File: src/include/disk_ctrl_pkg.sv
package disk_ctrl_pkg;

  localparam int          ADDR_W          = 8;
  localparam int          DATA_W          = 32;
  localparam int          REG_W           = 8;

  // Byte addresses are four times the register index
  localparam logic [7:0]  IDX_STATUS      = 8'h00;
  localparam logic [7:0]  IDX_ERROR       = 8'h01;
  localparam logic [7:0]  IDX_HDR_COUNT   = 8'h0f;
  localparam logic [7:0]  IDX_OP_CMD      = 8'h11;
  localparam logic [7:0]  IDX_FORMAT      = 8'h35;
  localparam logic [7:0]  IDX_DRIVE_CMD   = 8'h10;

  localparam int          OC_RESET        = 0;
  localparam int          OC_GIE          = 1;
  localparam int          OC_HDR_IE       = 2;
  localparam int          OC_RIN          = 3;
  localparam int          OC_ROUT         = 4;
  localparam int          OC_PRECOMP      = 5;
  localparam int          OC_CORR         = 6;
  localparam int          OC_LOCK         = 7;

  localparam int          DF_MFM          = 0;
  localparam int          DF_MARK_FIRST   = 1;
  localparam int          DF_HARD         = 2;
  localparam int          DF_HDR_SRC      = 3;
  localparam int          DF_HCODE_LO     = 4;
  localparam int          DF_DCODE_LO     = 6;

  localparam int          ST_HF           = 0;
  localparam int          ST_NDC          = 1;
  localparam int          ST_HMC          = 2;
  localparam int          ST_LRQ          = 3;
  localparam int          ST_RCB          = 4;
  localparam int          ST_LCB          = 5;
  localparam int          ST_CCA          = 6;
  localparam int          ST_ED           = 7;

  localparam logic [7:0]  REG_RESET_VAL   = 8'h00;
  localparam logic [4:0]  EXT_ECC_MAX     = 5'h1f;

  localparam int          RESET_BUS_CLKS  = 4;
  localparam logic [2:0]  RESET_CNT_LAST  = 3'(RESET_BUS_CLKS - 1);

  typedef enum logic [1:0] {
    CODE_NONE  = 2'h0,
    CODE_CRC16 = 2'h1,
    CODE_ECC32 = 2'h2,
    CODE_ECC48 = 2'h3
  } check_code_type;

  typedef struct packed {
    logic                header_done;
    logic                header_crc_err;
    logic                header_matched;
    logic                sector_found;
    logic                data_op_done;
    logic                remote_done;
    logic                local_busy;
    logic                local_dma_request;
    logic                correction_done;
    logic                compare_mode;
    logic                read_header_mode;
    logic                precomp_pins_mode;
    logic [REG_W-1:0]    error_bits;
  } disk_events_type;

  typedef struct packed {
    logic                mfm_encode;
    logic                mark_first_order;
    logic                sector_kind_select;
    logic                header_source_select;
    check_code_type      header_code;
    check_code_type      data_code;
    logic                external_code_needed;
    logic [4:0]          ext_ecc_max_bytes;
    logic                precomp_active;
    logic                remote_inbound_start;
    logic                remote_outbound_start;
    logic                correction_start;
    logic                read_header_abort;
    logic                standby;
  } disk_controls_type;

  typedef struct packed {
    logic [ADDR_W-1:0]   address;
    logic                read;
    logic                write;
    logic [DATA_W-1:0]   writedata;
    logic [3:0]          byteenable;
  } avalon_req_type;

  typedef struct packed {
    logic [DATA_W-1:0]   readdata;
    logic                waitrequest;
    logic                readdatavalid;
  } avalon_rsp_type;

endpackage : disk_ctrl_pkg

File: src/rtl/disk_ctrl_command_status_regs.sv
// Local design decision: the Avalon-MM slave port.
`timescale 1ns/100ps
// Functional notes
// - Header-done enable interrupts after each header
// - Bits start remote inbound or outbound DMA
// - Precompensation only when pins are precomp
// - Correction bit launches correction cycle
// - Interlock interrupts at header done while header match is high
// - Format bit zero selects NRZ versus MFM
// - Format bit one orders mark and preamble
// - Format bit two selects soft or hard
// - Header byte source chosen while formatting
// - Two-bit fields select header/data check codes
// - External code up to 31 bytes allowed
// - Reset pin or bit clears status flags, next-command flag set
// - Header fault sets, clears on find/command
// - Read header check error aborts, no errors
// - Next-command flag set ready, cleared on command
// - Header match flag set, cleared data end
// - Local request flag mirrors request pin
// - Remote busy from start to last transfer
// - Local busy while local channel moves data
// - Correction active from start to end
// - Error detected is OR of error bits
// - Global interrupt enable bit
// - Soft reset standby, held four bus clocks
module disk_ctrl_command_status_regs
  import disk_ctrl_pkg::*;
#(
  parameter int ADDR_WIDTH = ADDR_W
) (
  input  wire logic                         ref_clk,
  input  wire logic                         rst_n,
  input  wire disk_ctrl_pkg::avalon_req_type bus_req,
  output      disk_ctrl_pkg::avalon_rsp_type bus_rsp,
  input  wire disk_ctrl_pkg::disk_events_type events,
  output      disk_ctrl_pkg::disk_controls_type controls,
  output      logic                         irq
);

  typedef struct packed {
    logic [REG_W-1:0]  op_cmd;
    logic [REG_W-1:0]  format;
    logic [REG_W-1:0]  status;
    logic [2:0]        reset_cnt;
    avalon_rsp_type    rsp;
    disk_controls_type ctl;
    logic              irq;
  } state_type;

  state_type state_q;
  state_type state_d;

  logic [ADDR_W-3:0] idx;
  logic              wr_op;
  logic              wr_fmt;
  logic              wr_drive;
  logic              soft_rst;
  logic              hdr_irq;

  function automatic logic hit(input logic [ADDR_W-3:0] a, input logic [7:0] i);
    hit = ({2'h0, a} == i);
  endfunction : hit

  assign idx      = bus_req.address[ADDR_W-1:2];
  assign wr_op    = bus_req.write && !state_q.rsp.waitrequest && hit(idx, IDX_OP_CMD) && bus_req.byteenable[0];
  assign wr_fmt   = bus_req.write && !state_q.rsp.waitrequest && hit(idx, IDX_FORMAT) && bus_req.byteenable[0];
  assign wr_drive = bus_req.write && !state_q.rsp.waitrequest && hit(idx, IDX_DRIVE_CMD) && bus_req.byteenable[0];
  assign soft_rst = state_q.op_cmd[OC_RESET];
  // Count write is accepted and ignored: late-interlock tracking lives outside this block
  assign hdr_irq  = events.header_done && (state_q.op_cmd[OC_HDR_IE]
                    || (state_q.op_cmd[OC_LOCK] && events.header_matched));

  always_comb begin
    state_d = state_q;
    state_d.rsp.readdatavalid = 1'b0;
    // One wait cycle: request seen with waitrequest high, answered on the next edge
    state_d.rsp.waitrequest = !((bus_req.read || bus_req.write) && state_q.rsp.waitrequest);
    if (bus_req.read && state_q.rsp.waitrequest) begin
      state_d.rsp.readdata = '0;
      if (hit(idx, IDX_STATUS)) begin
        state_d.rsp.readdata[REG_W-1:0] = state_q.status;
      end else if (hit(idx, IDX_ERROR)) begin
        state_d.rsp.readdata[REG_W-1:0] = events.error_bits;
      end
      state_d.rsp.readdatavalid = 1'b1;
    end
    if (wr_op) begin
      state_d.op_cmd = bus_req.writedata[REG_W-1:0];
    end
    if (wr_fmt) begin
      state_d.format = bus_req.writedata[REG_W-1:0];
    end
    // Start bits act once per write, so they are pulses not levels
    state_d.ctl.remote_inbound_start  = wr_op && bus_req.writedata[OC_RIN];
    state_d.ctl.remote_outbound_start = wr_op && bus_req.writedata[OC_ROUT];
    state_d.ctl.correction_start      = wr_op && bus_req.writedata[OC_CORR];
    state_d.ctl.precomp_active = state_q.op_cmd[OC_PRECOMP] && events.precomp_pins_mode;
    state_d.ctl.mfm_encode           = state_q.format[DF_MFM];
    state_d.ctl.mark_first_order     = state_q.format[DF_MARK_FIRST];
    state_d.ctl.sector_kind_select   = state_q.format[DF_HARD];
    state_d.ctl.header_source_select = state_q.format[DF_HDR_SRC];
    state_d.ctl.header_code = check_code_type'(state_q.format[DF_HCODE_LO +: 2]);
    state_d.ctl.data_code   = check_code_type'(state_q.format[DF_DCODE_LO +: 2]);
    state_d.ctl.external_code_needed = (state_q.format[DF_HCODE_LO +: 2] == CODE_NONE);
    state_d.ctl.ext_ecc_max_bytes    = EXT_ECC_MAX;
    state_d.ctl.read_header_abort = events.read_header_mode && events.header_crc_err;
    // Status flags: set wins over clear
    if (events.sector_found || wr_drive) begin
      state_d.status[ST_HF] = 1'b0;
    end
    if (events.header_crc_err) begin
      state_d.status[ST_HF] = 1'b1;
    end
    if (wr_drive) begin
      state_d.status[ST_NDC] = 1'b0;
    end
    if (events.header_done) begin
      state_d.status[ST_NDC] = 1'b1;
    end
    if (events.data_op_done) begin
      state_d.status[ST_HMC] = 1'b0;
    end
    if (events.header_matched && (events.compare_mode || events.header_done)) begin
      state_d.status[ST_HMC] = 1'b1;
    end
    state_d.status[ST_LRQ] = events.local_dma_request;
    if (events.remote_done) begin
      state_d.status[ST_RCB] = 1'b0;
    end
    if (wr_op && (bus_req.writedata[OC_RIN] || bus_req.writedata[OC_ROUT])) begin
      state_d.status[ST_RCB] = 1'b1;
    end
    state_d.status[ST_LCB] = events.local_busy;
    if (events.correction_done) begin
      state_d.status[ST_CCA] = 1'b0;
    end
    if (wr_op && bus_req.writedata[OC_CORR]) begin
      state_d.status[ST_CCA] = 1'b1;
    end
    state_d.status[ST_ED] = |events.error_bits;
    state_d.irq = hdr_irq && state_q.op_cmd[OC_GIE];
    // Standby needs the bit held several bus clocks before it takes hold
    if (soft_rst && state_q.reset_cnt != RESET_CNT_LAST) begin
      state_d.reset_cnt = state_q.reset_cnt + 3'h1;
    end else if (!soft_rst) begin
      state_d.reset_cnt = '0;
    end
    state_d.ctl.standby = soft_rst && state_q.reset_cnt == RESET_CNT_LAST;
    if (soft_rst) begin
      state_d.status = REG_RESET_VAL;
      state_d.status[ST_NDC] = 1'b1;
      state_d.irq = 1'b0;
      state_d.ctl.remote_inbound_start  = 1'b0;
      state_d.ctl.remote_outbound_start = 1'b0;
      state_d.ctl.correction_start      = 1'b0;
    end
  end

  always_ff @(posedge ref_clk) begin
    if (!rst_n) begin
      state_q <= '0;
      state_q.rsp.waitrequest <= 1'b1;
      state_q.status[ST_NDC] <= 1'b1;
    end else begin
      state_q <= state_d;
    end
  end

  assign bus_rsp  = state_q.rsp;
  assign controls = state_q.ctl;
  assign irq      = state_q.irq;

  a_rsp_wait: assert property (@(posedge ref_clk) disable iff (!rst_n)
    (bus_req.read && state_q.rsp.waitrequest) |=> !state_q.rsp.waitrequest)
    else $error("read not answered in one cycle");
  a_status_reset: assert property (@(posedge ref_clk) disable iff (!rst_n)
    soft_rst |=> (state_q.status[ST_HF] == 1'b0 && state_q.status[ST_NDC]))
    else $error("soft reset left status set");
  a_hf_set: assert property (@(posedge ref_clk) disable iff (!rst_n)
    (events.header_crc_err && !soft_rst) |=> state_q.status[ST_HF])
    else $error("header fault not set");
  a_ndc_clear: assert property (@(posedge ref_clk) disable iff (!rst_n)
    (wr_drive && !events.header_done && !soft_rst) |=> !state_q.status[ST_NDC])
    else $error("next command flag not cleared");
  a_lrq_mirror: assert property (@(posedge ref_clk) disable iff (!rst_n)
    !soft_rst |=> state_q.status[ST_LRQ] == $past(events.local_dma_request))
    else $error("local request flag differs from pin");
  a_err_or: assert property (@(posedge ref_clk) disable iff (!rst_n)
    !soft_rst |=> state_q.status[ST_ED] == $past(|events.error_bits))
    else $error("error detected not OR of errors");
  a_irq_gate: assert property (@(posedge ref_clk) disable iff (!rst_n)
    irq |-> $past(state_q.op_cmd[OC_GIE]))
    else $error("interrupt without global enable");
  a_precomp_gate: assert property (@(posedge ref_clk) disable iff (!rst_n)
    controls.precomp_active |-> $past(events.precomp_pins_mode))
    else $error("precompensation with pins not in precomp mode");
  a_cca_start: assert property (@(posedge ref_clk) disable iff (!rst_n)
    (wr_op && bus_req.writedata[OC_CORR] && !soft_rst) |=> (state_q.status[ST_CCA] && controls.correction_start))
    else $error("correction start not flagged");
  a_rcb_start: assert property (@(posedge ref_clk) disable iff (!rst_n)
    (wr_op && (bus_req.writedata[OC_RIN] || bus_req.writedata[OC_ROUT]) && !soft_rst) |=> state_q.status[ST_RCB])
    else $error("remote busy not set on start");
  a_hdr_irq: assert property (@(posedge ref_clk) disable iff (!rst_n)
    (events.header_done && state_q.op_cmd[OC_HDR_IE] && state_q.op_cmd[OC_GIE] && !soft_rst) |=> irq)
    else $error("header done interrupt missing");
  a_wait_idle: assert property (@(posedge ref_clk) disable iff (!rst_n)
    !(bus_req.read || bus_req.write) |=> state_q.rsp.waitrequest)
    else $error("waitrequest low without request");
  a_standby_hold: assert property (@(posedge ref_clk) disable iff (!rst_n)
    $rose(controls.standby) |-> $past(soft_rst, 4))
    else $error("standby before four clocks of reset bit");

endmodule : disk_ctrl_command_status_regs

File: config.mk
export PLATFORM = sky130hd
export DESIGN_NAME = disk_ctrl_command_status_regs
export DESIGN_NICKNAME = d
export VERILOG_FILES = /design/src/include/disk_ctrl_pkg.sv /design/src/rtl/disk_ctrl_command_status_regs.sv
export SDC_FILE = /design/constraint.sdc
export NUM_CORES = 1
export LEC_CHECK = 0
export BUFFER_PORTS_ARGS = -buffer_cell sky130_fd_sc_hd__buf_2
export CAP_MARGIN = 20
export CELL_PAD_IN_SITES_DETAIL_PLACEMENT = 1
export CELL_PAD_IN_SITES_GLOBAL_PLACEMENT = 1
export CORE_MARGIN = 2
export CORE_UTILIZATION = 32
export DETAILED_ROUTE_END_ITERATION = 10
export HOLD_SLACK_MARGIN = 0.12
export PLACE_DENSITY = 0.91
export SLEW_MARGIN = 20
export SYNTH_ARGS = -nofsm -noshare
export SYNTH_HDL_FRONTEND = slang
export SYNTH_SLANG_ARGS = --single-unit
File: constraint.sdc
create_clock -name ref_clk -period 1.8 [get_ports ref_clk]
set_input_delay 0.36 -clock ref_clk [delete_from_list [all_inputs] [get_ports ref_clk]]
set_output_delay 0.36 -clock ref_clk [all_outputs]
set_load 0.005 [all_outputs]
# Yosys cells after proc, flatten, opt, wreduce, memory -nomap -nowiden

Index checks and enable logic that the tools add are counted.

Register bits: 58
Latch bits: 0
Bits in writable memories: 0
Memory bits (read-only): 0
Input port bits: 68
Output and inout port bits: 55
Word-level logic and storage cells: 89
Memories kept: 0

$add $sub $neg: 1
$mul: 0
Div/mod/pow operators: 0
Magnitude comparators: 0
Eq/ne operators: 7
Shift-type cells: 0
Muxes and demuxes: 16
Bitwise logic cells: 1
Reductions and logical operators: 37

Operators with widths:

| kind                                                                   | count |
|---|---|
| 1-bit logical AND                                                      | 21 |
| 8-bit 2-to-1 mux                                                       | 2 |
| 6-bit by 5-bit equality test with 1-bit output (second input constant) | 2 |
| 12-bit 2-to-1 mux                                                      | 1 |
| 1-bit 2-to-1 mux                                                       | 10 |
| 3-bit 2-to-1 mux                                                       | 3 |
| 2-bit nonzero test                                                     | 4 |
| 8-bit OR reduction                                                     | 1 |
| 6-bit by 1-bit equality test with 1-bit output (second input constant) | 1 |
| 6-bit equality test (second input constant)                            | 1 |
| 6-bit logical NOT                                                      | 1 |
| 1-bit logical OR                                                       | 5 |
| 3-bit by 1-bit adder with 3-bit output (second input constant)         | 1 |
| 3-bit by 2-bit equality test with 1-bit output (second input constant) | 1 |
| 3-bit by 2-bit != test with 1-bit output (second input constant)       | 1 |
| 3-bit OR reduction                                                     | 1 |
| 1-bit logical NOT                                                      | 2 |
| 2-bit logical NOT                                                      | 1 |
| 2-bit by 1-bit != test with 1-bit output (second input constant)       | 1 |
| 2-bit OR reduction                                                     | 1 |
| 1-bit inverter                                                         | 1 |

# Longest topological paths before layout

Depth in word-level cells: 7
Mapped depth: 5
Mapped depth without buffers: 5

# Worst setup path after synthesis

Ideal clock, no wire load.

Kind: reg2reg
From: register state_q, in the netlist bus_rsp[1]
To: register state_q, in the netlist state_d[14]
Library setup time: 0.072 ns
Arrival time: 1.164 ns
Required time: 1.728 ns
Path slack: 0.564 ns
Stages on the path, launching flop included: 5
Path buffers: 1
Period minus slack after synthesis: 1.236 ns
Cells stage by stage: dfxtp_1 and4b_4 and4_4 buf_12 mux2i_1

Word-level cells in the longest chain between the ends: 4

RTL lines:

| element                         | line                                 | text |
|---|---|---|
| start: declaration              | disk_ctrl_command_status_regs.sv:51  | `state_type state_q;` |
| start signal: assignment        | disk_ctrl_command_status_regs.sv:166 | `state_q <= state_d;` |
| 1-bit logical NOT               | disk_ctrl_command_status_regs.sv:67  | `assign wr_fmt = bus_req.write && !state_q.rsp.waitrequest && hit(idx, IDX_FORMAT) && bus_req.byteenable[0];` |
| 1-bit logical AND (3 in series) | disk_ctrl_command_status_regs.sv:67  |  |

Every way passes these cells.
A chain may end at the register's enable or synchronous reset.

# Worst setup path after layout

Ends and elaborated chain as after synthesis.

==> impl_metrics.toml <==
[setup_path]
worst_ep_arrival_time_ns = 1.57
critPathSlowestCell = "and4b_4"
end_kind = "flip-flop"
worstPathRequired_ns = 2.04
crit_path_max_incr_delay_ns = 0.37
path_class = "reg2reg"
cp_cell_sequence = "and4b_4 > and4_4 > mux2i_1"
cp_num_buf_inv = 0
crit_family = "simple AND/OR/NAND/NOR gates"
cp-start-kind = "flip-flop"
path_max_fanout = 8

[cells_and_area]
drive_above_1_share_pct = 32.2
final_common_cell = "buf_2"
area_delta_synth_final_pct = 11.5
diodes = 0
final_cell_mix = "69 x buf_2, 51 x dfxtp_1, 24 x conb_1"
final_nets = 352

[sta]
hold_viol = 0
period_needed_ns = 1.33
setup_viol = 0
tns_ns = 0
timing.final.ws_setup_ns = 0.466
grt_setup_unrepaired = "no"
max_freq_mhz = 749
finalCritPeriodShare_pct = 74.1
drv_slew = 0
clock-skew-final_ns = 0.00576

[route]
routed_via_density = 4.42
vias = 1674
wl_microns = 4910
first_pass_iters = 4
wl_per_cell_microns = 13.0
ant_nets = 0
drc = 0
drt_iter0_markers = 84

[clocking]
clk_latency_ns = 0.31
clkSinkCount = 51
cts_tree = "built"
h-tree-depth = 2
clock_path_buffers = 2
cts_hold_buf = 0
post_cts_buffers = 0
cts-root-buf = "clkbuf_8"
cts.clk_slew.worst_paths_ns = 0.09
cts-resized-gates = 0
numCtsBuffers = 5

[floorplanning]
die_h_microns = 88.4
fp.dieArea_sq_um = 7810
rows = 30
die_w_microns = 88.4
fp.coreArea_sq_um = 6830
io_pins = 123
initial_core_util_pct = 33.4

[pwr]
irDropWorstVdd_mv = 0.353
p_leak_nw = 1.22
p_per_area_nw_per_um2 = 898

[synthesis]
yosys.area.top_type = "dfxtp_1"
synth_edf_count = 0
synthArstFlopShare_pct = 0
synth-seq-cells = 51
synthTopCellsByArea = "dfxtp_1 45%, buf_4 18%, mux2i_1 6.2%"
yosys.area_share.simple_pct = 18.6
yosys-mux-area-fraction_pct = 6.15
yosysUniqueCellTypes = 35
synth_compound_area_share_pct = 6.81
synth_area_per_cell_sq_um = 9.45
yosys.area_share.adder_pct = 1.10
ys_seq_area_share_pct = 44.8
synth_xor_xnor_area_share_pct = 0.384
synthFlopType = "dfxtp_1"
yosys_warnings = 0
syn_inst = 241
syn-cell-area_sq_um = 2280
synth_top_area_share_pct = 44.8
synth_top_family_by_area = "buffers and inverters"

[placed_design]
gp_congestion = 0.777
io_buffer_count = 69
dp_hpwl_microns = 3840
pre_cts_ws_ns = 0.397

[global_routing]
grt_max_degree = 21
overflow = 0
antenna_found_initial = 0
grt_pass1_vias = 1704
grtUsageTotal_pct = 12.6
grt_pass1_wl_microns = 7600

[run]
drv_cap = 0

[outcome]
outcome = "completed"

[worst_hold_path]
hold_class = "in2reg"
final timing paths:
kind / from / endpoint / slack (ns) / cells past startpoint
hold / removal: events[12] / state_q[61] / 0.26 / 2
setup reg to reg: bus_rsp[1] / state_d[14] / 0.47 / 3
hold reg to reg: state_d[16] / controls[11] / 0.43 / 1
setup / recovery: bus_rsp[1] / state_d[14] / 0.47 / 3
cell usage after synthesis, types with 3 or more instances:
master	instances
a31oi_1	8
nand2_1	23
dfxtp_1	51
o21ai_0	12
and3_1	3
buf_4	55
nand3_1	17
nor2_1	5
mux2i_1	14
a21oi_1	4
buf_2	3
clkbuf_1	5
and4_1	3
inv_1	9
through the flow:
stage | hold WS, ns | utilization, % | power, mW | std cells | area (sq um)
floorplan | 0.388 | - | 1.34 | 264 | 2360
global placement | 0.406 | 35.3 | 1.37 | 371 | 2410
detailed placement | 0.426 | 35.3 | 1.37 | 371 | 2410
CTS | 0.254 | 37.2 | 2.31 | 379 | 2540
global route | 0.255 | 37.2 | 2.38 | 379 | 2540
finish | 0.263 | 37.2 | 2.28 | 379 | 2540
power by group:
group	total (mW)	switching, mW	internal (mW)
combinational	0.180	0.102	0.0776
clock	0.936	0.381	0.556
sequential	1.17	0.0123	1.15
total	2.28	0.495	1.79
sequential cells by signal (all words and copies together) (netlist names):
| signal | flops |
|---|---|
| irq | 1 |
| soft_rst | 1 |
| state_d | 8 |
| state_q | 15 |
| controls | 16 |
| bus_rsp | 10 |
layout make-up:
cell class              instances  area (sq um)
fillers                       839          4290
clock inverters                 2          60.1
inverters                       9          33.8
well taps                      96           120
multi-input cells             140           843
clock buffers                   6          72.6
repair buffers                 75           390
flip-flops and latches         51          1020
kinds of logic (layout without fill, tap and decap cells):
logic type | after synthesis | count (layout)
adder cells (fa/ha/maj) | 2 | 2
buffers and inverters | 73 | 92
AO/OA/AOI/OAI | 27 | 27
XOR/XNOR | 1 | 1
multiplexers | 14 | 14
AND/OR/NAND/NOR | 72 | 72
other | 1 | 24
flip-flops | 51 | 51
per-layer routing:
metal	wire (microns)	up-vias	track usage (%)
li1	-	811	-
met1	1930	792	13.8
met2	2520	59	22.2
met3	350	12	3.92
met4	118	0	6.20
met5	0	-	0
Power figures use the tool's default switching activity.
